## src/hw/alm_pkg.sv

```systemverilog
// package: constants and carrier types of the analog limit monitor
//
// Contract
// - limit checks only on result slots 0..5
// - compare all twelve result bits
// - twelve flags: high and low per slot
// - high flag when result >= upper limit
// - low flag when result <= lower limit
// - four comparators, own 6-bit reference code
// - each modulator gets one selected comparator
// - comparators watch channels two to five
// - hold reset 1 ms after supply good
// - droop trip raises processor interrupt
// - temperature sensor routed to channel 15
// - software enables or disables temperature sensor
// - channels 0,1 double as address inputs
// - results stored in time order, slots 0..15; code stores each result in the slot its write names, slots 0..5 only
package alm_pkg;
    // register word indices (byte address = index)
    localparam logic [7:0] ALM_LIM_BASE = 8'h00; // 0x00..0x0B: hi,lo pairs
    localparam logic [7:0] ALM_LIM_STATUS = 8'h10; // 12 limit flags, read only
    localparam logic [7:0] ALM_REF_BASE = 8'h14; // 0x14..0x17: comparator refs
    localparam logic [7:0] ALM_CLF_SEL = 8'h18; // 2 bits per modulator
    localparam logic [7:0] ALM_MISC_CTL = 8'h19; // bit0 temp sensor enable
    localparam logic [7:0] ALM_IRQ_STAT = 8'h1A; // sticky events, w1c
    localparam logic [7:0] ALM_IRQ_MASK = 8'h1B; // interrupt mask
    localparam logic [7:0] ALM_RAW_STAT = 8'h1C; // live comparator, reset state
    // sizes
    localparam int ALM_SLOTS = 6;
    localparam int ALM_RES_W = 12;
    localparam int ALM_REF_W = 6;
    localparam int ALM_NCMP = 4;
    localparam int ALM_TEMP_CH = 15;
    localparam int ALM_CMP_CH0 = 2; // first channel shared with comparators
    // reset values
    localparam logic [11:0] ALM_HI_RST = 12'hFFF;
    localparam logic [11:0] ALM_LO_RST = 12'h000;
    localparam logic [5:0] ALM_REF_RST = 6'h00;
    localparam logic [1:0] ALM_SEL_RST = 2'h0;
    // interrupt bits: 0 droop, 1 any high flag rose, 2 any low flag rose
    localparam int ALM_IRQ_W = 3;
    // timing
    localparam real ALM_CLK_MHZ = 40.0;
    localparam real ALM_POR_MS = 1.0;
    localparam int ALM_POR_CYC = int'(ALM_POR_MS * 1000.0 * ALM_CLK_MHZ);
    localparam real ALM_TSET_US = 100.0;
    localparam int ALM_TSET_CYC = int'(ALM_TSET_US * ALM_CLK_MHZ);
    // result write from the sequencer
    typedef struct packed {
        logic vld;
        logic [3:0] slot;
        logic [11:0] data;
    } alm_res_t;
    // reset sequencer states
    typedef enum logic [2:0] {
        ALM_HOLD = 3'b001,
        ALM_WAIT = 3'b010,
        ALM_RUN = 3'b100
    } alm_rst_st_t;
endpackage

```

## src/hw/alm_top.sv

```systemverilog
// module: limit comparators, comparator routing, reset release and interrupts
`timescale 1ns/1ps
module alm_top #(
    parameter int NPWM = 8, // number of modulators fed
    parameter int POR_CYC = alm_pkg::ALM_POR_CYC // reset release delay
) (
    input wire logic clk_i,
    input wire logic nrst_i,
    input wire logic supply_good_i, // power good from supply monitor
    input wire logic ext_rst_n_i, // external reset pin, low active
    input wire logic supply_droop_detect_i, // droop comparator level
    input wire alm_pkg::alm_res_t res_i, // sequencer result write
    input wire logic [3:0] cmp_raw_i, // analog comparators on ch 2..5
    input wire logic [7:0] addr_i,
    input wire logic [31:0] wdata_i,
    input wire logic wr_i,
    input wire logic rd_i,
    output logic [31:0] rdata_o,
    output logic irq_o,
    output logic internal_reset_signal_o, // high while logic held
    output logic [NPWM-1:0] current_limit_flag_input_o,
    output logic [23:0] cmp_ref_o, // four 6-bit reference codes
    output logic temp_en_o, // temperature sensor enable
    output logic [4:0] temp_sensor_channel_o, // sensor's converter channel
    output logic [1:0] addr_id_ch_o // channels holding address pins
);
    // whole state of the block
    typedef struct packed {
        logic [5:0][11:0] hi;
        logic [5:0][11:0] lo;
        logic [5:0][11:0] res;
        logic [5:0] fhi;
        logic [5:0] flo;
        logic [3:0][5:0] ref_c;
        logic [NPWM-1:0][1:0] sel;
        logic [NPWM-1:0] current_limit_flag_input;
        logic ten;
        logic [2:0] ist;
        logic [2:0] imsk;
        logic irq;
        logic droop_q;
        logic hold; // held flag kept in a flop for the reset pin
        alm_pkg::alm_rst_st_t st;
        logic [31:0] cnt;
        logic [31:0] rdata;
    } alm_st_t;

    alm_st_t s_q;
    alm_st_t s_d;

    // selects one comparator for a modulator
    function automatic logic pick(input logic [3:0] c, input logic [1:0] k);
        pick = c[k];
    endfunction

    // next state
    always_comb
    begin
        logic [5:0] nhi;
        logic [5:0] nlo;
        int idx;
        nhi = '0;
        nlo = '0;
        idx = 0;
        s_d = s_q;
        s_d.rdata = 32'h0;
        // register writes
        if (wr_i)
        begin
            if (addr_i < 8'h0C)
            begin
                idx = int'(addr_i[7:1]);
                if (addr_i[0])
                    s_d.lo[idx] = wdata_i[11:0];
                else
                    s_d.hi[idx] = wdata_i[11:0];
            end
            else if (addr_i[7:2] == alm_pkg::ALM_REF_BASE[7:2])
                s_d.ref_c[addr_i[1:0]] = wdata_i[5:0];
            else if (addr_i == alm_pkg::ALM_CLF_SEL)
                s_d.sel = wdata_i[2*NPWM-1:0];
            else if (addr_i == alm_pkg::ALM_MISC_CTL)
                s_d.ten = wdata_i[0];
            else if (addr_i == alm_pkg::ALM_IRQ_MASK)
                s_d.imsk = wdata_i[2:0];
        end
        // store results in their own slot; only slots 0..5 kept
        if (res_i.vld && res_i.slot < 4'h6)
            s_d.res[res_i.slot[2:0]] = res_i.data;
        // full 12-bit compare against limits
        for (int i = 0; i < alm_pkg::ALM_SLOTS; i++)
        begin
            nhi[i] = s_d.res[i] >= s_d.hi[i];
            nlo[i] = s_d.res[i] <= s_d.lo[i];
        end
        s_d.fhi = nhi;
        s_d.flo = nlo;
        // routing to current limit flags
        for (int p = 0; p < NPWM; p++)
            s_d.current_limit_flag_input[p] = pick(cmp_raw_i, s_q.sel[p]);
        // sticky events: clear by writing one, set wins
        if (wr_i && addr_i == alm_pkg::ALM_IRQ_STAT)
            s_d.ist = s_q.ist & ~wdata_i[2:0];
        s_d.droop_q = supply_droop_detect_i;
        if (supply_droop_detect_i && !s_q.droop_q)
            s_d.ist[0] = 1'b1;
        if (|(nhi & ~s_q.fhi))
            s_d.ist[1] = 1'b1;
        if (|(nlo & ~s_q.flo))
            s_d.ist[2] = 1'b1;
        s_d.irq = |(s_d.ist & s_d.imsk);
        // reset release sequencer
        unique case (s_q.st)
            alm_pkg::ALM_HOLD:
            begin
                s_d.cnt = 32'h0;
                if (supply_good_i && ext_rst_n_i)
                    s_d.st = alm_pkg::ALM_WAIT;
            end
            alm_pkg::ALM_WAIT:
            begin
                if (!(supply_good_i && ext_rst_n_i))
                    s_d.st = alm_pkg::ALM_HOLD;
                else if (s_q.cnt == 32'(POR_CYC - 1))
                    s_d.st = alm_pkg::ALM_RUN;
                else
                    s_d.cnt = s_q.cnt + 32'h1;
            end
            alm_pkg::ALM_RUN:
            begin
                if (!(supply_good_i && ext_rst_n_i))
                    s_d.st = alm_pkg::ALM_HOLD;
            end
            default: s_d.st = alm_pkg::ALM_HOLD;
        endcase
        // internal reset pin follows the next state, so it leaves a flop
        s_d.hold = s_d.st != alm_pkg::ALM_RUN;
        // reads answer in the next cycle; unmapped reads zero
        if (rd_i)
        begin
            if (addr_i < 8'h0C)
                s_d.rdata = {20'h0, addr_i[0] ? s_q.lo[addr_i[7:1]]
                                              : s_q.hi[addr_i[7:1]]};
            else if (addr_i[7:2] == alm_pkg::ALM_REF_BASE[7:2])
                s_d.rdata = {26'h0, s_q.ref_c[addr_i[1:0]]};
            else if (addr_i == alm_pkg::ALM_LIM_STATUS)
                s_d.rdata = {20'h0, s_q.flo, s_q.fhi};
            else if (addr_i == alm_pkg::ALM_CLF_SEL)
                s_d.rdata = 32'(s_q.sel);
            else if (addr_i == alm_pkg::ALM_MISC_CTL)
                s_d.rdata = {31'h0, s_q.ten};
            else if (addr_i == alm_pkg::ALM_IRQ_STAT)
                s_d.rdata = {29'h0, s_q.ist};
            else if (addr_i == alm_pkg::ALM_IRQ_MASK)
                s_d.rdata = {29'h0, s_q.imsk};
            else if (addr_i == alm_pkg::ALM_RAW_STAT)
                s_d.rdata = {26'h0, s_q.st == alm_pkg::ALM_RUN,
                             supply_droop_detect_i, cmp_raw_i};
        end
    end

    // state register
    always_ff @(posedge clk_i or negedge nrst_i)
    begin
        if (!nrst_i)
        begin
            s_q <= '0;
            s_q.hi <= {6{alm_pkg::ALM_HI_RST}};
            s_q.lo <= {6{alm_pkg::ALM_LO_RST}};
            s_q.res <= {6{12'h800}};
            s_q.st <= alm_pkg::ALM_HOLD;
            s_q.hold <= 1'b1;
        end
        else
            s_q <= s_d;
    end

    // outputs straight from flops; sensor and address channel outputs are constants
    assign rdata_o = s_q.rdata;
    assign irq_o = s_q.irq;
    assign internal_reset_signal_o = s_q.hold;
    assign current_limit_flag_input_o = s_q.current_limit_flag_input;
    assign cmp_ref_o = s_q.ref_c;
    assign temp_en_o = s_q.ten;
    assign temp_sensor_channel_o = 5'(alm_pkg::ALM_TEMP_CH);
    assign addr_id_ch_o = 2'h0; // channel 0 addr pin 1, ch 1 pin 2

    // assertions: flags, result slots, routing, references, reset release, events and sensor
    // high flag of slot 0 follows its stored result and limit
    high_flag_a: assert property (
        @(posedge clk_i) disable iff (!nrst_i)
        s_q.fhi[0] == (s_q.res[0] >= s_q.hi[0]))
        else $error("high flag wrong");

    // high flag of the last monitored slot
    high_last_a: assert property (
        @(posedge clk_i) disable iff (!nrst_i)
        s_q.fhi[5] == (s_q.res[5] >= s_q.hi[5]))
        else $error("last high flag wrong");

    // low flag of the last monitored slot
    low_flag_a: assert property (
        @(posedge clk_i) disable iff (!nrst_i)
        s_q.flo[5] == (s_q.res[5] <= s_q.lo[5]))
        else $error("low flag wrong");

    // low flag of slot 0
    low_first_a: assert property (
        @(posedge clk_i) disable iff (!nrst_i)
        s_q.flo[0] == (s_q.res[0] <= s_q.lo[0]))
        else $error("first low flag wrong");

    // a result for slot 2 lands whole in slot 2
    slot_store_a: assert property (
        @(posedge clk_i) disable iff (!nrst_i)
        res_i.vld && res_i.slot == 4'h2 |=> s_q.res[2] == $past(res_i.data))
        else $error("result not stored");

    // results for slots 6..15 leave the stored results alone
    slot_six_a: assert property (
        @(posedge clk_i) disable iff (!nrst_i)
        res_i.vld && res_i.slot > 4'h5 |=> $stable(s_q.res))
        else $error("late slot stored");

    // a new upper limit is compared at once
    limit_write_a: assert property (
        @(posedge clk_i) disable iff (!nrst_i)
        wr_i && addr_i == alm_pkg::ALM_LIM_BASE |=>
            s_q.fhi[0] == (s_q.res[0] >= $past(wdata_i[11:0])))
        else $error("limit change not applied");

    // modulator 0 sees the comparator its select names
    route_sel_a: assert property (
        @(posedge clk_i) disable iff (!nrst_i)
        ##1 current_limit_flag_input_o[0] ==
            $past(cmp_raw_i[s_q.sel[0]]))
        else $error("route wrong");

    // a select write takes effect in the next cycle
    sel_write_a: assert property (
        @(posedge clk_i) disable iff (!nrst_i)
        wr_i && addr_i == alm_pkg::ALM_CLF_SEL |=>
            s_q.sel == $past(wdata_i[2*NPWM-1:0]))
        else $error("select write lost");

    // reference code 0 follows its register write
    ref_write_a: assert property (
        @(posedge clk_i) disable iff (!nrst_i)
        wr_i && addr_i == alm_pkg::ALM_REF_BASE |=>
            cmp_ref_o[5:0] == $past(wdata_i[5:0]))
        else $error("reference write lost");

    // a droop edge always latches its event bit
    droop_irq_a: assert property (
        @(posedge clk_i) disable iff (!nrst_i)
        $rose(supply_droop_detect_i) |=> s_q.ist[0])
        else $error("droop not latched");

    // the droop bit stays until software writes a one to it
    droop_keep_a: assert property (
        @(posedge clk_i) disable iff (!nrst_i)
        s_q.ist[0] && !(wr_i && addr_i == alm_pkg::ALM_IRQ_STAT
            && wdata_i[0]) |=> s_q.ist[0])
        else $error("droop event lost");

    // an unmasked droop event drives the interrupt line
    irq_level_a: assert property (
        @(posedge clk_i) disable iff (!nrst_i)
        s_q.ist[0] && s_q.imsk[0] |-> irq_o)
        else $error("irq not raised");

    // no unmasked event, no interrupt
    irq_quiet_a: assert property (
        @(posedge clk_i) disable iff (!nrst_i)
        !(|(s_q.ist & s_q.imsk)) |-> !irq_o)
        else $error("irq without cause");

    // a lost supply puts the logic back into reset
    rst_hold_a: assert property (
        @(posedge clk_i) disable iff (!nrst_i)
        !supply_good_i |=> internal_reset_signal_o)
        else $error("reset released early");

    // a pulled external reset does the same
    ext_hold_a: assert property (
        @(posedge clk_i) disable iff (!nrst_i)
        !ext_rst_n_i |=> internal_reset_signal_o)
        else $error("external reset ignored");

    // the logic stays held until the sequencer runs
    rel_hold_a: assert property (
        @(posedge clk_i) disable iff (!nrst_i)
        s_q.st != alm_pkg::ALM_RUN |-> internal_reset_signal_o)
        else $error("hold output wrong");

    // the release counter never passes its end point
    rst_count_a: assert property (
        @(posedge clk_i) disable iff (!nrst_i)
        s_q.st == alm_pkg::ALM_WAIT |-> s_q.cnt < 32'(POR_CYC))
        else $error("reset delay overrun");

    // sensor enable follows its control bit
    ten_ctl_a: assert property (
        @(posedge clk_i) disable iff (!nrst_i)
        wr_i && addr_i == alm_pkg::ALM_MISC_CTL |=>
            temp_en_o == $past(wdata_i[0]))
        else $error("sensor enable wrong");

    // the sensor stays on its fixed converter channel
    temp_ch_a: assert property (
        @(posedge clk_i) disable iff (!nrst_i)
        temp_sensor_channel_o == 5'(alm_pkg::ALM_TEMP_CH))
        else $error("sensor channel wrong");

    // main scenarios: release, flag rises, droop event, interrupt
    cov_rel: cover property (@(posedge clk_i) $fell(internal_reset_signal_o));
    cov_hi: cover property (@(posedge clk_i) $rose(s_q.fhi[0]));
    cov_lo: cover property (@(posedge clk_i) $rose(s_q.flo[0]));
    cov_droop: cover property (@(posedge clk_i) $rose(s_q.ist[0]));
    cov_irq: cover property (@(posedge clk_i) $rose(irq_o));
endmodule // alm_top

```

## config.mk

```make
export PLATFORM = sky130hd
export DESIGN_NAME = alm_top
export DESIGN_NICKNAME = d
export VERILOG_FILES = /design/src/hw/alm_pkg.sv /design/src/hw/alm_top.sv
export SDC_FILE = /design/constraint.sdc
export NUM_CORES = 1
export LEC_CHECK = 0
export ABC_AREA = 1
export BUFFER_PORTS_ARGS = -buffer_cell sky130_fd_sc_hd__buf_2
export CAP_MARGIN = 10
export CORE_MARGIN = 2
export CORE_UTILIZATION = 32
export CTS_BUF_LIST = sky130_fd_sc_hd__clkbuf_4
export CTS_CLUSTER_SIZE = 40
export DETAILED_ROUTE_END_ITERATION = 8
export GPL_TIMING_DRIVEN = 0
export PLACE_DENSITY = 0.45
export SYNTH_ARGS = -nofsm -noshare
export SYNTH_HDL_FRONTEND = slang
export SYNTH_SLANG_ARGS = --single-unit
export TNS_END_PERCENT = 20
```

## constraint.sdc

```tcl
create_clock -name clk_i -period 2.2 [get_ports clk_i]
set_clock_uncertainty 0.1 [all_clocks]
set_input_delay 0.44 -clock clk_i [delete_from_list [all_inputs] [get_ports clk_i]]
set_output_delay 0.44 -clock clk_i [all_outputs]
set_load 0.01 [all_outputs]
```

==> metrics, run 1 <==
CTS max path bufs=3; Worst Path Arrival=3510 ps; largest net degree at the start of global routing=101; Post-Synth Adder-Cell Area=9.08%; Storage cell area=8540 sq um; total of max-cap violations=0; Synth area leaders=dfrtp_1 32%, nand2_1 12%, dfstp_2 11%, ha_1 9.1%, inv_1 8.6%; die height=254 microns; Hold Crit Class=input pin to register; Initial Utilization=32.4%; Top FF cell, synth=dfrtp_1; Pleak=13.0 nW; register bit total from synthesis=337; worst reg2reg path depth=17; asr flop ratio synth=100%; Place WS=-2780 ps; Slew @ Worst Pin=1350 ps; most frequent cells after synthesis=652 x nand2_1, 455 x inv_1, 283 x o21ai_0; vias per inst=between 4 and 5; Post-synth EDFFs=0; register area share after synthesis=a little over two fifths; fin crit share=129%; Inserted Clock Buffers=102; CTS tree=built; DP Wirelength=61000 microns; Psw=4.91 mW; pwr dens=around 630 nW/um^2; largest family of logic cells by synthesized area=simple AND/OR/NAND/NOR gates; crit path kind=input pin to register; unrepaired setup endpoints after global routing=yes; CTS clock-pin slew for the worst setup and hold paths=80 ps; min cycle time layout=2840 ps; Post-Syn Area per Cell=7.61 sq um; # IOs=142; most frequent cell after synthesis=nand2_1; Syn. warnings=0; Initial DRT Pass Iterations=6; H-tree depth=3; placement row count=91; R2R Setup Slk=-280 ps; max-slew violation count=0; sequential share of power=41.9%; input/output buffers=99; crit path max fanout=8; Post-Route WL=around 83000 microns; synthesized netlist cell count=2626; CTS Sinks=~340; routability cong.=0.956; reg2reg end=irq_o; violated checks=setup timing; total track usage=between 20 and 30%; Worst setup SP type=input pin; final worst setup slack=-643 ps; status=finished with violations; initial antenna violation count=4; initial drt markers=approximately 1500; vias in the first global route=18200; grt total ovfl=0; Int Pwr=11.1 mW; mux cell area share after synthesis=less than 1%; Post-Syn Area=20000 sq um; CP startpoint=addr_i[3]; DRC Markers=0; Clock Power Share=41.3%; Post-DRT Antenna Nets=0; share of cells above drive strength 1=about a quarter; Die X=254 microns; multi-input logic area=9700 sq um; first-pass GRT wire length=121000 microns; R2R Path Start=s_q[332]; # setup viols final=15; clk_lat worst skew=920 ps; Root Buffer=clkbuf_4; post-synthesis compound-gate area fraction=approximately 15%; Nets=3168; synth-to-layout area growth=26.6%; Synth Area in Simple Gates=19.9%; hold path depth=4; die area=64400 sq um; Max Clock Freq=0.352 GHz; Placeable Area=61700 sq um; Setup crit end=irq_o; CP Data Required Time=2870 ps; Max-slew headroom=10.0%; cell taking the most area after synthesis=dfrtp_1; final hold vios=0; wire length per cell=21.5 microns; crit path capture type=register; Filler cells=6489; Vias=between 15000 and 20000; Comb pwr share=16.8%; Design Power=16.0 mW; Worst VDD drop=0.364 mV; XOR/XNOR Fraction of Synth Area=0.175%; Yosys top cell area share=32.2%; Sw Ratio=30.7%; unique cell type count in the Yosys netlist=43
## flip-flops by register name, indices dropped and copies added (netlist names)
signal and count:
rdata_o 16, s_q 286, cmp_ref_o 24, irq_o 1, temp_en_o 1, internal_reset_signal_o 1, current_limit_flag_input_o 8
## cell families after synthesis
family,after synthesis
multiplexers,2
XOR/XNOR,4
AND/OR/NAND/NOR,963
buffers and inverters,627
adder cells (fa/ha/maj),145
other,2
AO/OA/AOI/OAI,546
flip-flops,337
## cell type report
class / count / area share, %
plain buffers: 168 / 4.99
repair buffers: 204 / 6.32
inverters: 459 / 6.83
multi-input cells: 1683 / 38.4
clock inverters: 27 / 0.653
well taps: 837 / 4.14
clock buffers: 165 / 4.90
flip-flops and latches: 337 / 33.8
diodes: 4 / 0.0396
## power groups by stage
| stage | registers, mW | clock network [mW] | logic (mW) |
|---|---|---|---|
| after CTS | 6.71 | 6.82 | 2.51 |
| after global placement | 6.81 | 0 | 2.20 |
| final | 6.71 | 6.61 | 2.70 |
| after global routing | 6.74 | 7.19 | 2.99 |
| after floorplan | 6.78 | 0 | 1.32 |
| after detailed placement | 6.82 | 0 | 2.27 |
## stage by stage
| stage | TNS, ps | hold slack, ps | utilization (%) | area, sq um | std cells |
|---|---|---|---|---|---|
| 5_1_grt | -5810 | 24.9 | 41.0 | 25300 | 3883 |
| 6_report | -2360 | 28.7 | 41.0 | 25300 | 3884 |
| 3_5_place_dp | -222150 | 351 | 35.2 | 21700 | 3586 |
| 2_1_floorplan | -7020 | 44.4 | - | 20100 | 2647 |
| 4_1_cts | -1980 | 3.96 | 40.0 | 24700 | 3860 |
| 3_3_place_gp | -2170360 | 347 | 35.0 | 21600 | 3583 |
## worst min path at each step
stage,start,endpoint,slack (ps)
2_1_floorplan,nrst_i,cmp_ref_o[0],40
3_3_place_gp,s_q[68],s_q[73],350
3_5_place_dp,s_q[68],s_q[73],350
4_1_cts,addr_i[2],rdata_o[3],4
5_1_grt,res_i[12],s_q[200],20
6_report,res_i[12],s_q[200],30
## timing repair
item / 4_1_cts / 5_1_grt
setup endpoints to repair: 92 / 78
gates cloned: 6 / 3
setup buffers: 35 / 15
pin swaps: 83 / 59
hold buffers: 41 / 0
gates resized for setup: 278 / 186
endpoints found under the hold margin: 175 / 0
## worst max-delay path: stages
cell and delay [ps]:
buf_2 170, nand2_2 240, inv_1 110, nor2_4 160, inv_4 60, nor3_4 140
buf_12 200, buf_8 130, nand2_8 70, buf_8 150, nand2_2 60, o21ai_2 60
ha_1 380, nand2_2 100, nor2_2 50, and2_1 120, nand2_1 60, nand4_1 220
nand2_1 120, inv_1 50, nor2_2 110, nand2_2 100, nand2_2 80, nand3_2 90
## cell usage in the layout, fill, tap and decap left out, types with 12 or more instances in the layout
| master | instances |
|---|---|
| o21ai_0 | 160 |
| clkbuf_2 | 12 |
| buf_8 | 16 |
| nand2_1 | 608 |
| clkbuf_1 | 37 |
| o21ai_1 | 124 |
| dfstp_2 | 80 |
| nor2_1 | 103 |
| ha_1 | 138 |
| nand3_1 | 69 |
| nand2_4 | 14 |
| buf_2 | 102 |
| o22ai_1 | 37 |
| nor3_1 | 24 |
| clkbuf_4 | 169 |
| a21oi_1 | 110 |
| nor2_2 | 22 |
| dlygate4sd3_1 | 41 |
| buf_4 | 110 |
| inv_1 | 450 |
| dfrtp_1 | 255 |
| nand2_2 | 25 |
| nand4_1 | 31 |
| conb_1 | 23 |
| o221ai_1 | 20 |
| buf_6 | 23 |
| o21ai_2 | 58 |
| or2_2 | 15 |
| clkinv_1 | 18 |
## routing by layer
metal | part of all wire, % | GRT usage [%]
met1 | 46 | 35.8
met3 | 5.9 | 4.74
met4 | 3.2 | 8.50
met2 | 45 | 41.0
met5 | 0.016 | 0
(Power assumes the default switching activity.)
==> inputs of run 2 (changes only) <==
ABC_AREA = not set   (was 1)
CTS_CLUSTER_SIZE = not set   (was 40)
GPL_TIMING_DRIVEN = not set   (was 0)
==> run 2 against run 1 <==
  * The run still ends with setup timing left
  * Maximum frequency shrank 17%
  * Area after synthesis down 5.5%
  * First-iteration DRC count shrank 42%
  * Combinational power increased by 110%
  * Die area is 5.4% lower
  * Non-clock buffer count increased by 275
  * Sequential share of layout area shrank 1.7 points
  * Synthesized cell count down 36%
  * Sequential power up 7.2%
  * Largest cell class unchanged
  * Largest power group unchanged
==> metrics, run 2 <==
status=finished with violations; violated checks=setup timing; synth-to-layout area growth=40.8%; Min-Delay Endpoint=s_q[176]; CP Data Required Time=2820 ps (-50 ps); Slew @ Worst Pin=705 ps (-645 ps); # IOs=142 (unchanged); Placeable Area=58700 sq um (-4.9%); unique cell type count in the Yosys netlist=68 (+58%); min cycle time layout=3410 ps (+569 ps); crit path max fanout=5 (-3); CTS Sinks=337 (unchanged); Storage cell area=8530 sq um (about the same); number of flip-flops in the largest register=286 (unchanged); final worst setup slack=-1210 ps (-569 ps); register bit total from synthesis=337 (unchanged); Nets=2510 (-21%); clk_lat worst skew=860 ps (-60 ps); most common cell after layout, fill and taps aside=buf_4; crit path max-delay cell type=a2111o_1; Worst setup SP type=input pin; total of max-cap violations=0 (unchanged); reg2reg end=irq_o; DP Wirelength=50900 microns (-17%); CTS max path bufs=3 (unchanged); final core utilization=45.3% (+4.3 points); final hold vios=0 (unchanged); Place WS=-2460 ps (+317 ps); Yosys top cell area share=34.1% (+1.9 points); total track usage=22.5% (-3.5 points); Worst Path Arrival=4030 ps (+520 ps); worst reg2reg path depth=10 (-7); Filler cells=5551 (-14%); DRC Markers=0 (unchanged); crit path capture type=register; Inserted Clock Buffers=103 (+0.98%); most frequent cell after synthesis=dfrtp_1; design area=26600 sq um (+5.1%); Crit path max-delay family=compound AO/OA/AOI/OAI gates; die area=61000 sq um (-5.4%); max-slew violation count=0 (unchanged); Max-slew headroom=52.8% (+43 points); Initial DRT Pass Iterations=5 (-1); Top reg by flops=s_q; crit path kind=input pin to register; Top FF cell, synth=dfrtp_1; Worst VDD drop=0.306 mV (-16%); Pleak=13.6 nW (+4.9%); sequential share of power=37.2% (-4.7 points); R2R Path Start=s_q[207]; worst path bufs/invs=5 (-2); asr flop ratio synth=100% (unchanged); Post-synth EDFFs=0 (unchanged); Hold WS=66.5 ps (+37.8 ps); Design Power=19.3 mW (+21%); pwr dens=728 nW/um^2 (+15%); R2R Setup Slk=-940 ps (-660 ps); crit path cell chain=buf_6, or2_4, nor3_4, nand2_4, buf_4, nor3_4, buf_6, nand2_8, buf_12, mux2_4, inv_1, ha_2, a2111o_1, a21oi_2, o211ai_1, nand2_1, o221ai_2, a2111o_1, a221o_1; Clock Power Share=33.5% (-7.8 points); Root Buffer=clkbuf_4; Die X=247 microns (-2.7%); Psw=6.25 mW (+27%); cell taking the most area after synthesis=dfrtp_1; routability cong.=0.908 (-5.0%); Inst Count DP=2854 (-20%); CP max stage delay=470 ps (+90 ps); total negative slack=-6950 ps (-4590 ps); vias per inst=4.91 (+0.21%); Sw Ratio=32.3% (+1.6 points); synthesized netlist cell count=1671 (-36%); multi-input logic area=9850 sq um (+1.6%); Vias=15500 (-18%); vias in the first global route=16300 (-11%); Hold Path Origin=res_i[3]; share of cells above drive strength 1=48.0% (+24 points); DP Area=23300 sq um (+7.3%); hold path depth=3 (-1); unrepaired setup endpoints after global routing=yes; # setup viols final=22 (+7); Post-Syn Area=18900 sq um (-5.5%); most frequent cells in the layout=422 x buf_4, 257 x dfrtp_1, 164 x clkbuf_4; initial drt markers=837 (-42%); die height=247 microns (-2.7%); Max Clock Freq=0.293 GHz (-17%); CTS clock-pin slew for the worst setup and hold paths=70 ps (about the same); Post-DRT Antenna Nets=0 (unchanged); Syn. warnings=0 (unchanged); Post-Syn Area per Cell=11.3 sq um (+49%); fin crit share=155% (+26 points); CTS tree=built; grt total ovfl=0 (unchanged); Comb pwr share=29.3% (+12 points); register area share after synthesis=45.2% (+2.5 points); Post-Route WL=68200 microns (-18%); largest net degree at the start of global routing=65 (-36%); input/output buffers=102 (+3.0%); Hold Crit Class=input pin to register; Int Pwr=13.1 mW (+18%); most frequent cells after synthesis=257 x dfrtp_1, 164 x mux2_2, 159 x inv_1; Layout Cells excl Fill=3161 (-19%); wire length per cell=21.6 microns (+0.44%); H-tree depth=3 (unchanged); first-pass GRT wire length=101000 microns (-17%); Synth area leaders=dfrtp_1 34%, dfstp_2 11%, mux2_2 9.8%, ha_1 9.6%, mux2i_1 6.7%; Initial Utilization=32.2% (-0.19 points); initial antenna violation count=2 (-2); placement row count=89 (-2.2%)
-- run 2: area by class of cell --
cell class                      count  area share [%]
Inverter                          159            2.25
Clock inverter                     30           0.551
Antenna cell                        2          0.0188
Clock buffer                      164            4.63
Multi-Input combinational cell   1049            37.1
Tap cell                          773            3.64
Timing Repair Buffer              647            19.7
Sequential cell                   337            32.1
-- run 2: logic make-up after synthesis --
kind of cell	after synthesis	synth area share [%]
muxes	318	19.8
AOI/OAI and AO/OA	235	8.14
other	2	0.0398
and+or+nand+nor	303	8.36
adders and majority gates	145	9.61
DFF	337	45.2
xor gates and xnor gates	25	1.16
buffers and inverters	306	7.71
-- run 2: power by group through the flow --
stage / combinational (mW) / sequential, mW / clock (mW)
detailed placement: 4.90 / 7.27 / 0
finish: 5.68 / 7.19 / 6.47
floorplan: 2.57 / 7.12 / 0
CTS: 5.45 / 7.18 / 6.67
global placement: 4.83 / 7.26 / 0
global route: 6.20 / 7.23 / 7.04
-- run 2: timing repair --
item | CTS | global route
cloned | 1 | 2
hold buffers | 81 | 0
hold endpoints to repair | 383 | 0
resized for setup | 90 | 74
setup buffers | 17 | 11
pin swaps | 32 | 44
endpoints found under the setup margin | 46 | 51
-- run 2: layer usage --
metal	part of all wire [%]	routed length (microns)	global-route usage, %
met1	45	30500	29.9
met2	47	32100	36.3
met3	5.5	3760	4.30
met4	2.7	1820	8.40
met5	0	0	0
-- run 2: worst max-delay path by stage --
stage	startpoint	endpoint	slack, ps	cells past startpoint
final	addr_i[7]	irq_o	-1210	19
after global routing	addr_i[7]	irq_o	-1300	18
after CTS	addr_i[7]	irq_o	-1150	18
after detailed placement	addr_i[7]	irq_o	-2460	17
after global placement	addr_i[7]	irq_o	-2400	18
after floorplan	addr_i[7]	irq_o	-1440	15
-- run 2: worst reg2reg max path, stage by stage (launching register included) --
cell,delay [ps]
dfrtp_1,360
mux2_2,280
buf_4,160
ha_4,240
a2111o_1,420
a21oi_2,210
o211ai_1,230
nand2_1,190
o221ai_2,120
a2111o_1,400
a221o_1,340
==> inputs of run 3 (changes only) <==
CTS_CLUSTER_DIAMETER = 100   (was not set)
PLACE_DENSITY = not set   (was 0.45)
clock period = 2.8 ns   (was 2.2 ns; I/O delays follow)
==> run 3 against run 2 <==
  * The run still ends with setup timing left
  * Sequential share of layout area increased by 3.0 points
  * Final area down 8.6%
  * Clock power decreased by 23%
  * Combinational power is 31% lower
  * Count of clock-buffer cells in the layout fell by 5
  * Via count is 3.6% lower
  * Register-to-register slack improved by 560 ps
  * Routed wire length fell by 5.7%
  * Utilization fell by 3.9 points
  * Sequential cell count unchanged
  * Setup slack better by 400 ps
  * Largest power group unchanged
  * Highest routed layer unchanged
==> metrics, run 3 (synthesis results as in run 2) <==
status=finished with violations; violated checks=setup timing; CTS max path bufs=3 (unchanged); Post-DRT Antenna Nets=0 (unchanged); worst reg2reg path depth=13 (+3); most common cell after layout, fill and taps aside=buf_4; die height=247 microns (unchanged); Place WS=-1830 ps (+627 ps); Filler cells=5573 (+0.40%); Die X=247 microns (unchanged); Inst Count DP=2736 (-4.1%); Post-Route WL=64300 microns (-5.7%); input/output buffers=102 (unchanged); DP Wirelength=49300 microns (-3.2%); design area=24300 sq um (-8.6%); Storage cell area=8530 sq um (unchanged); Initial Utilization=32.2% (unchanged); Placeable Area=58700 sq um (unchanged); Max Clock Freq=about 0.28 GHz; final worst setup slack=-808 ps (+404 ps); DP Area=22300 sq um (-4.3%); Worst setup SP type=input pin; fin crit share=129%; Nets=2301 (-8.3%); clk_lat worst skew=880 ps (+20 ps); crit path max fanout=8 (+3); vias per inst=5.08 (+3.4%); CP Data Required Time=3440 ps (+620 ps); crit path capture type=register; routability cong.=0.936 (+3.1%); multi-input logic area=9410 sq um (-4.5%); CTS clock-pin slew for the worst setup and hold paths=70 ps (about the same); total of max-cap violations=0 (unchanged); initial antenna violation count=3 (+1); wire length per cell=21.8 microns (+1.2%); CTS tree=built; grt total ovfl=0 (unchanged); H-tree depth=3 (unchanged); initial drt markers=1122 (+34%); largest net degree at the start of global routing=68 (+4.6%); Hold Crit Class=input pin to register; placement row count=89 (unchanged); pwr dens=598 nW/um^2 (-18%); DRC Markers=0 (unchanged); synth-to-layout area growth=28.6%; Setup crit end=irq_o; Slew @ Worst Pin=782 ps (+77.4 ps); Pleak=12.5 nW (-8.4%); vias in the first global route=15500 (-4.9%); Top reg by flops=s_q; total negative slack=-1750 ps (+5200 ps); share of cells above drive strength 1=43.3% (-4.7 points); # setup viols final=3 (-86%); Initial DRT Pass Iterations=7 (+2); CTS Sinks=337 (unchanged); Max-slew headroom=47.4% (-5.4 points); Inserted Clock Buffers=97 (-5.8%); most frequent cells in the layout=296 x buf_4, 257 x dfrtp_1, 162 x mux2_2; Vias=15000 (-3.6%); CP startpoint=addr_i[7]; unrepaired setup endpoints after global routing=yes; Worst Path Arrival=4250 ps (+220 ps); max-slew violation count=0 (unchanged); die area=61000 sq um (unchanged); min cycle time layout=3610 ps; R2R Setup Slk=-380 ps (+560 ps); first-pass GRT wire length=95800 microns (-5.2%); number of flip-flops in the largest register=286 (unchanged); final hold vios=0 (unchanged); total track usage=21.3% (-1.2 points); reg2reg end=irq_o; # IOs=142 (unchanged); Worst VDD drop=0.255 mV (-17%); crit path kind=input pin to register; Root Buffer=clkbuf_4; R2R Path Start=s_q[306]; Layout Cells excl Fill=2947 (-6.8%)
[run 3: final cells by class]
class / instances / share of cell area (%)
tap: 773 / 3.98
multi-input combinational: 1049 / 38.7
sequential: 337 / 35.1
clock buffer: 159 / 4.91
inverter: 159 / 2.46
antenna: 3 / 0.0309
timing repair buffer: 444 / 14.2
clock inverter: 23 / 0.577
[run 3: through the flow]
| stage | power (mW) | utilization (%) | hold slack [ps] |
|---|---|---|---|
| 2_1_floorplan | 7.57 | - | 164 |
| 3_3_place_gp | 9.25 | 38.0 | 351 |
| 3_5_place_dp | 9.36 | 38.0 | 366 |
| 4_1_cts | 14.5 | 40.8 | 8.41 |
| 5_1_grt | 15.4 | 41.4 | 16.3 |
| 6_report | 14.5 | 41.4 | 80.7 |
[run 3: timing repair]
item                                   in CTS  in global routing
pin swaps                                  11                 18
setup endpoints to repair                   5                 16
buffers inserted                            1                  8
hold buffers                               17                  0
endpoints found under the hold margin     146                  0
resized for setup                          32                 49
[run 3: worst min path at each step]
stage | cells after the start | end | startpoint
final | 2 | s_q[161] | res_i[0]
after global routing | 3 | s_q[188] | res_i[3]
after CTS | 2 | s_q[169] | res_i[8]
after detailed placement | 1 | s_q[73] | s_q[68]
after global placement | 1 | s_q[73] | s_q[68]
after floorplan | 0 | cmp_ref_o[0] | nrst_i
[run 3: routing by layer]
layer  global-route usage [%]  vias up  wire [microns]
met2                     32.6      516           28700
met4                     7.39        0            2070
met1                     29.1     7552           29200
li1                         -     6787               -
met5                        0        -               0
met3                     5.24      108            4350
[run 3: critical path: stages]
cell and delay, ps:
buf_6 90, or2_4 250, nor3_4 150, nand2_4 100
buf_12 150, nor2_4 120, buf_6 140, nand3_4 100
buf_12 170, mux2i_4 200, ha_4 280, nand4_1 190
or3_4 390, a21o_1 160, o211ai_1 150, o22ai_2 140
or4_4 530, a221o_1 350
[run 3: power breakdown]
group | total, mW | switching [mW] | internal (mW)
Sequential | 5.67 | 0.290 | 5.38
Clock | 4.96 | 2.30 | 2.66
Combinational | 3.90 | 2.13 | 1.77
Total | 14.5 | 4.72 | 9.82
